## config.mk

```make
export PLATFORM = sky130hd
export DESIGN_NAME = ffo_top
export DESIGN_NICKNAME = d
export VERILOG_FILES = /design/src/logic/ffo_pkg.sv /design/src/logic/ffo_sync.sv /design/src/logic/ffo_top.sv
export VERILOG_INCLUDE_DIRS = /design/src /design/src/logic
export SDC_FILE = /design/constraint.sdc
export NUM_CORES = 1
export LEC_CHECK = 0
export BUFFER_PORTS_ARGS = -buffer_cell sky130_fd_sc_hd__buf_2
export CAP_MARGIN = 15
export CORE_ASPECT_RATIO = 1.5
export CORE_MARGIN = 1.5
export CORE_UTILIZATION = 40
export CTS_BUF_LIST = sky130_fd_sc_hd__clkbuf_8
export DETAILED_ROUTE_END_ITERATION = 16
export PLACE_DENSITY = 0.59
export SETUP_SLACK_MARGIN = 0.5
export SLEW_MARGIN = 25
export SYNTH_ARGS = -nofsm -noshare
export SYNTH_HDL_FRONTEND = slang
export SYNTH_SLANG_ARGS = --single-unit
```

## constraint.sdc

```tcl
create_clock -name SYS_CLK_I -period 7.09 [get_ports SYS_CLK_I]
set_input_delay 0.709 -clock SYS_CLK_I [delete_from_list [all_inputs] [get_ports SYS_CLK_I]]
set_output_delay 0.709 -clock SYS_CLK_I [all_outputs]
set_load 0.02 [all_outputs]
```

## src/logic/ffo_params.svh

```systemverilog
`ifndef FFO_PARAMS_SVH
`define FFO_PARAMS_SVH

// Storage geometry
`define FFO_DW         8
`define FFO_AW         4
`define FFO_DEPTH      16
`define FFO_FULL_CNT   5'h10
`define FFO_CW         5

// Synchroniser chains
`define FFO_SYNC_MAX   5
`define FFO_SEL_MIN    2'h0

// Register byte addresses
`define FFO_A_CTRL     8'h00
`define FFO_A_THR      8'h04
`define FFO_A_STAT     8'h08
`define FFO_A_IST      8'h0c
`define FFO_A_ICLR     8'h10
`define FFO_A_IEN      8'h14

// Control register fields
`define FFO_C_DUAL     0
`define FFO_C_CLRSYNC  1
`define FFO_C_REL      2
`define FFO_C_OREG     3
`define FFO_C_RDD      4
`define FFO_C_WRD      6

// Threshold register fields
`define FFO_T_NF       0
`define FFO_T_NE       16

// Interrupt bits
`define FFO_I_OVF      0
`define FFO_I_UDF      1
`define FFO_I_NF       2
`define FFO_I_CLR      3
`define FFO_IW         4

// Reset values
`define FFO_CTRL_RST   8'h00
`define FFO_NF_RST     5'h0c
`define FFO_NE_RST     5'h04

`endif

```

## src/logic/ffo_pkg.sv

```systemverilog
`include "ffo_params.svh"

package ffo_pkg;
	typedef logic [`FFO_DW-1:0] ffo_data_t;
	typedef logic [`FFO_AW:0]   ffo_ptr_t;
	typedef logic [`FFO_CW-1:0] ffo_cnt_t;
endpackage : ffo_pkg

```

## src/logic/ffo_sync.sv

```systemverilog
`timescale 1ns/100ps
`include "ffo_params.svh"

module ffo_sync
	import ffo_pkg::*;
#(
	parameter int W = 1
)(
	// Clock and control
	input  wire logic         clk_i,
	input  wire logic         rst_n_i,
	input  wire logic         ce_i,
	input  wire logic         clr_i,
	input  wire logic [1:0]   sel_i,
	// Data
	input  wire logic [W-1:0] d_i,
	output logic      [W-1:0] q_o
);

	typedef struct packed {
		logic [`FFO_SYNC_MAX-1:0][W-1:0] stg;
	} ffo_sync_s;

	ffo_sync_s st;
	ffo_sync_s next_st;

	always_comb begin
		next_st = st;
		if (!rst_n_i || clr_i) begin
			next_st = '0;
		end else begin
			next_st.stg[0] = d_i;
			for (int i = 1; i < `FFO_SYNC_MAX; i++) begin
				next_st.stg[i] = st.stg[i-1];
			end
		end
	end

	always_ff @(posedge clk_i) begin
		if (!rst_n_i || ce_i) begin
			st <= next_st;
		end
	end

	// Tap never reads the first stage, so at least two flops always sit in the path
	assign q_o = st.stg[{1'b0, sel_i} + 3'h1];

endmodule : ffo_sync

```

## src/logic/ffo_top.sv

```systemverilog
// The address map and the APB interface to the registers are this design's own decisions.
`timescale 1ns/100ps
`include "ffo_params.svh"

// Operation
// - Optional clear resynchronised on read side, default off
// - Read requests held off while clear settles
// - Related-clocks setting bypasses the crossing chains, default false
// - Optional read data register, default off
// - Near-full when count at least threshold
// - Near-empty when count below threshold
// - Output register, near flags: single-clock only
// - Related and depth settings: dual-clock only
// - Depth settings size each crossing chain
module ffo_top
	import ffo_pkg::*;
(
	// Clock, reset, enable
	input  wire logic                SYS_CLK_I,
	input  wire logic                RESET_N_I,
	input  wire logic                CE_I,
	// Asynchronous clear pin
	input  wire logic                ACLR_I,
	// Write side
	input  wire logic                WR_REQ_I,
	input  wire logic [`FFO_DW-1:0]  WR_DATA_I,
	output logic                     FULL_O,
	output logic                     NEAR_FULL_O,
	output logic      [`FFO_CW-1:0]  USED_O,
	// Read side
	input  wire logic                RD_REQ_I,
	output logic      [`FFO_DW-1:0]  RD_DATA_O,
	output logic                     EMPTY_O,
	output logic                     NEAR_EMPTY_O,
	// APB slave
	input  wire logic                PSEL_I,
	input  wire logic                PENABLE_I,
	input  wire logic                PWRITE_I,
	input  wire logic [7:0]          PADDR_I,
	input  wire logic [31:0]         PWDATA_I,
	output logic      [31:0]         PRDATA_O,
	output logic                     PREADY_O,
	output logic                     PSLVERR_O,
	// Interrupt
	output logic                     IRQ_O
);

	typedef struct packed {
		logic [`FFO_DEPTH-1:0][`FFO_DW-1:0] mem;
		ffo_ptr_t                           wr_ptr;
		ffo_ptr_t                           rd_ptr;
		ffo_data_t                          rdata;
		ffo_data_t                          q;
		logic [7:0]                         ctrl;
		ffo_cnt_t                           nf;
		ffo_cnt_t                           ne;
		logic [`FFO_IW-1:0]                 irq_st;
		logic [`FFO_IW-1:0]                 irq_en;
		ffo_cnt_t                           count;
		logic                               empty;
		logic                               full;
		logic                               nfull;
		logic                               nempty;
		logic                               clr_d;
		logic                               rd_pend;
		logic                               irq;
		logic [31:0]                        prdata;
		logic                               pready;
		logic                               pslverr;
	} ffo_st_s;

	ffo_st_s            st;
	ffo_st_s            next_st;

	logic               aclr_s;
	logic               aclr_r;
	logic               wr_clr;
	logic               rd_clr;
	logic               clr_any;
	logic               dual;
	logic               xing;
	logic               oreg_on;
	logic               wr_fire;
	logic               rd_fire;
	logic               setup;
	logic               access;
	ffo_ptr_t           wsync_q;
	ffo_ptr_t           rsync_q;
	ffo_ptr_t           wv;
	ffo_ptr_t           rv;
	ffo_cnt_t           cnt_w;
	ffo_cnt_t           cnt_r;
	logic [31:0]        rd_word;
	logic               rd_err;
	logic [`FFO_IW-1:0] ev;
	logic [`FFO_IW-1:0] clr_mask;

	// Option decode
	assign dual    = st.ctrl[`FFO_C_DUAL];
	assign xing    = dual & ~st.ctrl[`FFO_C_REL];
	assign oreg_on = st.ctrl[`FFO_C_OREG] & ~dual;

	// Clear pin is asynchronous: two flops before anything looks at it
	ffo_sync #(.W(1)) u_pin_sync (
		.clk_i   (SYS_CLK_I),
		.rst_n_i (RESET_N_I),
		.ce_i    (CE_I),
		.clr_i   (1'b0),
		.sel_i   (`FFO_SEL_MIN),
		.d_i     (ACLR_I),
		.q_o     (aclr_s)
	);

	// Extra read-side resynchronisation of the clear
	ffo_sync #(.W(1)) u_rclr_sync (
		.clk_i   (SYS_CLK_I),
		.rst_n_i (RESET_N_I),
		.ce_i    (CE_I),
		.clr_i   (1'b0),
		.sel_i   (`FFO_SEL_MIN),
		.d_i     (aclr_s),
		.q_o     (aclr_r)
	);

	assign wr_clr  = aclr_s;
	assign rd_clr  = st.ctrl[`FFO_C_CLRSYNC] ? aclr_r : aclr_s;
	assign clr_any = wr_clr | rd_clr;

	// Both ports wait until every side has seen the clear, so no request
	// can race it and leave the pointers disagreeing
	assign wr_fire = WR_REQ_I & ~st.full & ~clr_any;
	assign rd_fire = RD_REQ_I & ~st.empty & ~clr_any;

	// Pointer crossings; binary is safe because both sides share one clock
	ffo_sync #(.W(`FFO_AW+1)) u_w2r_sync (
		.clk_i   (SYS_CLK_I),
		.rst_n_i (RESET_N_I),
		.ce_i    (CE_I),
		.clr_i   (rd_clr),
		.sel_i   (st.ctrl[`FFO_C_RDD +: 2]),
		.d_i     (st.wr_ptr),
		.q_o     (wsync_q)
	);

	ffo_sync #(.W(`FFO_AW+1)) u_r2w_sync (
		.clk_i   (SYS_CLK_I),
		.rst_n_i (RESET_N_I),
		.ce_i    (CE_I),
		.clr_i   (wr_clr),
		.sel_i   (st.ctrl[`FFO_C_WRD +: 2]),
		.d_i     (st.rd_ptr),
		.q_o     (rsync_q)
	);

	// APB phases
	assign setup  = PSEL_I & ~PENABLE_I;
	assign access = PSEL_I & PENABLE_I & st.pready;

	always_comb begin
		rd_word = '0;
		rd_err  = 1'b0;
		case (PADDR_I)
			`FFO_A_CTRL: rd_word[7:0] = st.ctrl;
			`FFO_A_THR: begin
				rd_word[`FFO_T_NF +: `FFO_CW] = st.nf;
				rd_word[`FFO_T_NE +: `FFO_CW] = st.ne;
			end
			`FFO_A_STAT: rd_word = {20'h0, st.nempty, st.nfull, st.full, st.empty,
				3'h0, st.count};
			`FFO_A_IST:  rd_word[`FFO_IW-1:0] = st.irq_st;
			`FFO_A_ICLR: rd_word = '0;
			`FFO_A_IEN:  rd_word[`FFO_IW-1:0] = st.irq_en;
			default:     rd_err = 1'b1;
		endcase
	end

	always_comb begin
		next_st  = st;
		ev       = '0;
		clr_mask = '0;
		wv       = '0;
		rv       = '0;
		cnt_w    = '0;
		cnt_r    = '0;
		if (!RESET_N_I) begin
			next_st        = '0;
			next_st.ctrl   = `FFO_CTRL_RST;
			next_st.nf     = `FFO_NF_RST;
			next_st.ne     = `FFO_NE_RST;
			next_st.empty  = 1'b1;
			next_st.nempty = 1'b1;
		end else begin
			// Register writes land at the access edge only
			if (access && PWRITE_I) begin
				case (PADDR_I)
					`FFO_A_CTRL: next_st.ctrl = PWDATA_I[7:0];
					`FFO_A_THR: begin
						next_st.nf = PWDATA_I[`FFO_T_NF +: `FFO_CW];
						next_st.ne = PWDATA_I[`FFO_T_NE +: `FFO_CW];
					end
					`FFO_A_ICLR: clr_mask = PWDATA_I[`FFO_IW-1:0];
					`FFO_A_IEN:  next_st.irq_en = PWDATA_I[`FFO_IW-1:0];
					default: ;
				endcase
			end
			next_st.pready = setup;
			if (setup) begin
				next_st.prdata  = rd_word;
				next_st.pslverr = rd_err;
			end

			// Write side
			if (wr_clr) begin
				next_st.wr_ptr = '0;
			end else if (wr_fire) begin
				next_st.mem[st.wr_ptr[`FFO_AW-1:0]] = WR_DATA_I;
				next_st.wr_ptr = st.wr_ptr + 1'b1;
			end

			// Read side; the registered option copies only after a read, so
			// the output stands between reads as in the direct option
			if (st.rd_pend) begin
				next_st.q = st.rdata;
			end
			next_st.rd_pend = 1'b0;
			if (rd_clr) begin
				next_st.rd_ptr = '0;
			end else if (rd_fire) begin
				next_st.rd_ptr = st.rd_ptr + 1'b1;
				if (oreg_on) begin
					next_st.rdata = st.mem[st.rd_ptr[`FFO_AW-1:0]];
					next_st.rd_pend = 1'b1;
				end else begin
					next_st.q = st.mem[st.rd_ptr[`FFO_AW-1:0]];
				end
			end

			// With unrelated dual clocks each side judges the other through its crossing chain, so
			// flags can lag but never claim room or data that is not there
			wv    = (xing && !rd_clr) ? wsync_q : next_st.wr_ptr;
			rv    = (xing && !wr_clr) ? rsync_q : next_st.rd_ptr;
			cnt_w = next_st.wr_ptr - rv;
			cnt_r = wv - next_st.rd_ptr;
			next_st.count  = cnt_w;
			next_st.full   = (cnt_w == `FFO_FULL_CNT);
			next_st.empty  = (cnt_r == '0);
			next_st.nfull  = ~next_st.ctrl[`FFO_C_DUAL] &
				(cnt_w >= next_st.nf);
			next_st.nempty = ~next_st.ctrl[`FFO_C_DUAL] &
				(cnt_w < next_st.ne);

			// Events; a new event beats a simultaneous clear
			ev[`FFO_I_OVF] = WR_REQ_I & st.full & ~clr_any;
			ev[`FFO_I_UDF] = RD_REQ_I & st.empty & ~clr_any;
			ev[`FFO_I_NF]  = next_st.nfull & ~st.nfull;
			ev[`FFO_I_CLR] = wr_clr & ~st.clr_d;
			next_st.clr_d  = wr_clr;
			next_st.irq_st = (st.irq_st & ~clr_mask) | ev;
			next_st.irq    = |(next_st.irq_st & next_st.irq_en);
		end
	end

	always_ff @(posedge SYS_CLK_I) begin
		if (!RESET_N_I || CE_I) begin
			st <= next_st;
		end
	end

	assign FULL_O       = st.full;
	assign NEAR_FULL_O  = st.nfull;
	assign USED_O       = st.count;
	assign RD_DATA_O    = st.q;
	assign EMPTY_O      = st.empty;
	assign NEAR_EMPTY_O = st.nempty;
	assign PRDATA_O     = st.prdata;
	assign PREADY_O     = st.pready;
	assign PSLVERR_O    = st.pslverr;
	assign IRQ_O        = st.irq;
endmodule : ffo_top

```

======== After elaboration in Yosys (flattened, before gate mapping) ========
Cells that the tools add are included.
cells by class
  $add $sub $neg .......................... 6
  magnitude comparators ................... 7
  equal/unequal tests ..................... 14
  muxes and demuxes ....................... 42
  bitwise gates (word level) .............. 33
  reductions and logical operators ........ 19
operators with widths
  kind                 number
  $mux 133             1
  $bwmux 128           1
  $mux 128             1
  $mux 8               6
  $mux 5               9
  $mux 21              2
  $mux 18              2
  $bmux 8 s4           1
  $demux 8 s4          1
  $bmux 5 s3           2
  $mux 4               7
  $pmux 4 s5           1
  $and 1x1->1          17
  $eq 8x4->1 const B   2
  $eq 8x5->1 const B   2
  $mux 16              1
  $ne 2x1->1 const B   6
  $not 1->1            11
  $add 5x1->5 const B  2
  $lt 4x5->1 const B   2
  $mux 10              1
  $sub 5x5->5          2
  $and 4x4->4          2
  $eq 8x3->1 const B   1
  other kinds (24)     38
word-level totals
  flip-flop bits (word level) ............. 268
  input bits .............................. 57
  logic and storage cells ................. 171

======== Longest topological paths before layout ========
  word-level depth ........................ 15
  gate-level depth with buffers ........... 20

======== Modules after synthesis ========
From an unflattened synthesis, not the netlist that was laid out.
second synthesis, totals
  cells, all modules ...................... 1323
  area, all modules ....................... 14725.4 µm²
by module, submodules not included
  module                      times used  cells each  area an instance (µm²)  sequential area each (µm²)
  ffo_top                     1           1115        11847.6                 6336.1
  ffo_sync at u_r2w_sync ...  2           85          1187.4                  750.7
  ffo_sync at u_pin_sync ...  2           19          251.5                   150.1

======== Least setup slack after synthesis ========
Ideal clock, no wire load.
  path type ............................... input to register
  from .................................... in RESET_N_I
  to ...................................... reg st[100] (netlist bit), enable pin
  setup time .............................. 1.109 ns
  arrival time ............................ 3.345 ns
  slack ................................... 2.636 ns
  stages on the path ...................... 3
  cells stage by stage .................... clkbuf_1 > clkbuf_1 > nand2_1
between the ends
  longest elaborated chain between the ends .. 3
  elaborated cells on any way between the ends .. 5
RTL lines
  element                                RTL line        RTL
  start, declared                        ffo_top.sv:20   input wire logic RESET_N_I,
  $logic_not 1->1                        ffo_top.sv:264  if (!RESET_N_I || CE_I) begin
  $logic_or 1x1->1                       ffo_top.sv:264
  $reduce_and 3->1 (no source line) (*)  n/a
  end signal, assigned                   ffo_top.sv:265  st <= next_st;
  end, declared                          ffo_top.sv:72   ffo_st_s st;
Mark *: on every way between the ends. The rest lies on a longest branch, timed or not.
A chain may end at the register's enable or synchronous reset.

======== Worst setup path in the final report ========
  from .................................... reg st[70] (netlist bit)
  to ...................................... reg st (netlist bit IRQ_O) (data pin)
between the ends
  longest elaborated chain between the ends .. 11
RTL lines
  element                       RTL line        RTL
  $add 2x1->3                   ffo_sync.sv:46  assign q_o = st.stg[{1'b0, sel_i} + 3'h1];
  $bmux 5 s3                    ffo_sync.sv:46
  $mux 5 (not written as such)  ffo_sync.sv:46
  $mux 5                        ffo_top.sv:241  rv = (xing && !wr_clr) ? rsync_q : next_st.rd_ptr;
  $sub 5x5->5                   ffo_top.sv:242  cnt_w = next_st.wr_ptr - rv;
  $ge 5x5->1                    ffo_top.sv:248  (cnt_w >= next_st.nf);
  $and 1x1->1                   ffo_top.sv:247  next_st.nfull = ~next_st.ctrl[`FFO_C_DUAL] &
  $and 1x1->1                   ffo_top.sv:255  ev[`FFO_I_NF] = next_st.nfull & ~st.nfull;
  $or 4x4->4                    ffo_top.sv:258  next_st.irq_st = (st.irq_st & ~clr_mask) | ev;
  $and 4x4->4                   ffo_top.sv:259  next_st.irq = |(next_st.irq_st & next_st.irq_en);
  $reduce_or 4->1               ffo_top.sv:259
No other way between the ends. The select of a mux whose other input is x is not followed.

==> out/qor.yml <==
setup_path:
  critPathLaunchType: "flop"
  r2r_start: "st[70]"
  cp_slowest_cell: "edfxtp_1"
  critPathKind: "reg2reg"
  slowest_delay_ns: 0.59
  crit_chain: "ha_1 > mux4_2 > nor2b_1 > a21oi_1 > a21oi_1 > ha_1 > fa_1 > inv_1 > a21o_1 > a21oi_1 > xor2_1 > xnor2_1 > ha_1 > a21o_1 > o21ai_0 > a2bb2oi_1 > o311ai_0"
  rr_worst_depth: 17
  required_ns: 7.37
  crit_fanout: 8
  crit_start: "st[70]"
  arrival_ns: 5.30
  crit_path_end_kind: "flop"
sta:
  finalSetupViolCount: 0
  relSlewSlack: 0.355
  fmax_ghz: 0.199
  finalHoldViolations: 0
  skew_ns: 0.0357
  tns_ns: 0
  slew_violations: 0
  post-route-period-util: 0.709
  rsz0062_at_grt: "no"
  final.min_clock_period_ns: 5.03
  worstMarginPinSlew_ns: 0.967
cts:
  cts_tree: "done"
  cts_resized: 0
  clk_pin_slew_ns: 0.07
  cts_max_path_buffers: 3
  clock_latency_ns: 0.57
  cts_hold_buf: 0
  cts_sinks: 264
  h-tree-depth: 2
  cts_root_buf: "clkbuf_8"
  cts_inserted_buffers: 44
  postCtsSetupRepairBufs: 0
placed_design:
  gp_congestion: 0.858
  place.port_buffers: 74
  place_inst: 1660
  place_area_um2: 14600
  hpwlAfterDp_um: 23200
logic_synthesis:
  ys_top_cells_by_area: "edfxtp_1 (56%), mux4_2 (7.5%), nand2_1 (5.0%)"
  synth_area_leader_cell: "edfxtp_1"
  syn_area_per_cell_um2: 11.6
  syn_area_um2: 14100
  synthArstFlopShare: 0
  netlist.area_leader.share: 0.561
  synth.distinct_cells: 53
  ys.flop_type: "edfxtp_1"
  ys_seq_area_frac: 0.561
  yosysWarnings: 0
  synthCells: 1219
  synth_seq_cells: 264
  synth-edff-count: 264
drt:
  drt-pass1-iter-count: 6
  wl_um: 35800
  drc_errors: 0
  ant_nets: 0
  viasPerCell: 5.53
  wl_per_cell_um: 20.7
  drtIter0Drc: 719
  via_count: 9575
hold_path:
  hold_start: "ACLR_I"
  min_path_cells: 2
  hold_class: "in2reg"
run:
  max-cap-violations: 0
die:
  dieArea_um2: 36500
  initial_core_util: 0.405
  die_x_um: 156
  num_rows: 84
  pin_count: 109
  die_y_um: 233
  design.core.area_um2: 34900
grt:
  grt_pass1_wl_um: 54800
  antenna_found_initial: 0
  grt_pass1_vias: 9416
  track_usage: 0.198
  grt_max_degree: 73
  overflow: 0
pwr:
  p_leak_nw: 5.97
  power.density_nw_per_um2: 248
  ir_drop_v: 0.000109
final_layout:
  fill_cells: 3352
  final_area_um2: 15300
  mostFrequentLayoutCell: "edfxtp_1"
  n_antenna_cell: 0
  layout.nets: 1315
  area_growth_pct: 8.48
  layout_common_cells: "edfxtp_1 (264), nand2_1 (185), a21oi_1 (125), nand3_1 (77), buf_2 (74)"
  regArea_um2: 7930
  multi_input_area_um2: 5530
  drive_gt1_frac: 0.167
  finish.cell_count_without_fillers: 1733
status:
  outcome: "complete, no violations"
==> cells by family (layout without fill, tap and decap cells) <==
kind of cell,Yosys count,in the layout,synth area share
AO/OA/AOI/OAI,176,176,0.0724
adder cells (fa/ha/maj),25,25,0.0227
XOR/XNOR,12,12,0.00744
buffers and inverters,150,177,0.0531
flip-flops,264,264,0.561
multiplexers,107,107,0.119
AND/OR/NAND/NOR,484,484,0.164
other,1,15,0.000265
==> where the power goes <==
group	total (mW)	switching, mW	internal (mW)	leakage, nW
registers	1.95	0.0816	1.86	2.81
clock network	1.20	0.615	0.583	0.418
logic	0.658	0.413	0.246	2.74
==> path summary, 6_finish.rpt <==
path	endpoint	slack [ns]
max reg2reg	IRQ_O	2.06
min	u_pin_sync.st[0]	0.42
min reg2reg	u_r2w_sync.st[16]	0.54
max	IRQ_O	2.06
==> flip-flops by register name, summed over array words and instances (netlist names), 2 cells and up <==
register,count
st,173
u_r2w_sync.st,25
u_w2r_sync.st,25
PRDATA_O,17
RD_DATA_O,8
USED_O,5
u_pin_sync.st,2
==> per-layer routing <==
metal,up-vias,wire [um],track usage
met4,0,1800,0.104
met1,4714,13800,0.237
met3,89,2010,0.0323
met2,332,18200,0.341
li1,4440,-,-
met5,-,0,0
==> final cells by class <==
| type | instances | area share |
|---|---|---|
| well taps | 473 | 0.0386 |
| multi-input cells | 819 | 0.361 |
| repair buffers | 90 | 0.0320 |
| flip-flops and latches | 264 | 0.517 |
| clock buffers | 45 | 0.0404 |
| clock inverters | 28 | 0.00718 |
| inverters | 14 | 0.00343 |
==> worst max-delay path: cells and delay by family, from the launching register on <==
kind / cells / cell delay (ns)
compound gates: 8 / 1.51
xor+xnor: 2 / 0.55
fa+ha+maj: 4 / 1.53
buf+inv: 1 / 0.07
flops: 1 / 0.59
mux: 1 / 0.33
simple gates: 1 / 0.14
==> synthesized netlist by cell type (2+ instances only) <==
library cell  number
a211oi_1           9
a21o_1             6
a21oi_1          125
a222oi_1           5
a22o_1             4
a22oi_1            4
a2bb2oi_1          2
a31o_1             2
a41o_1             2
and2_1            54
and3_1            43
buf_1             12
buf_2              8
buf_4             45
clkbuf_1          70
edfxtp_1         264
ha_1              24
inv_1             14
mux2_2            11
mux2i_1           48
mux4_2            47
nand2_1          187
nand2b_1          10
nand3_1           77
nand3b_1           3
nand4_1            2
nand4b_1           2
nor2_1            71
nor2b_1           10
nor3_1            10
nor3_2             2
nor3b_1            3
nor4_1             2
nor4b_1            2
o21ai_0            9
o22ai_1            3
xnor2_1            7
xor2_1             5
==> through the flow <==
stage,hold slack (ns),power (mW),setup slack [ns],utilization
2_1_floorplan,0.503,2.44,2.64,-
3_3_place_gp,0.529,2.62,2.15,0.418
3_5_place_dp,0.528,2.64,2.08,0.418
4_1_cts,0.393,3.83,2.08,0.439
5_1_grt,0.409,3.97,1.87,0.439
6_report,0.423,3.80,2.06,0.439
(Power assumes the default switching activity.)
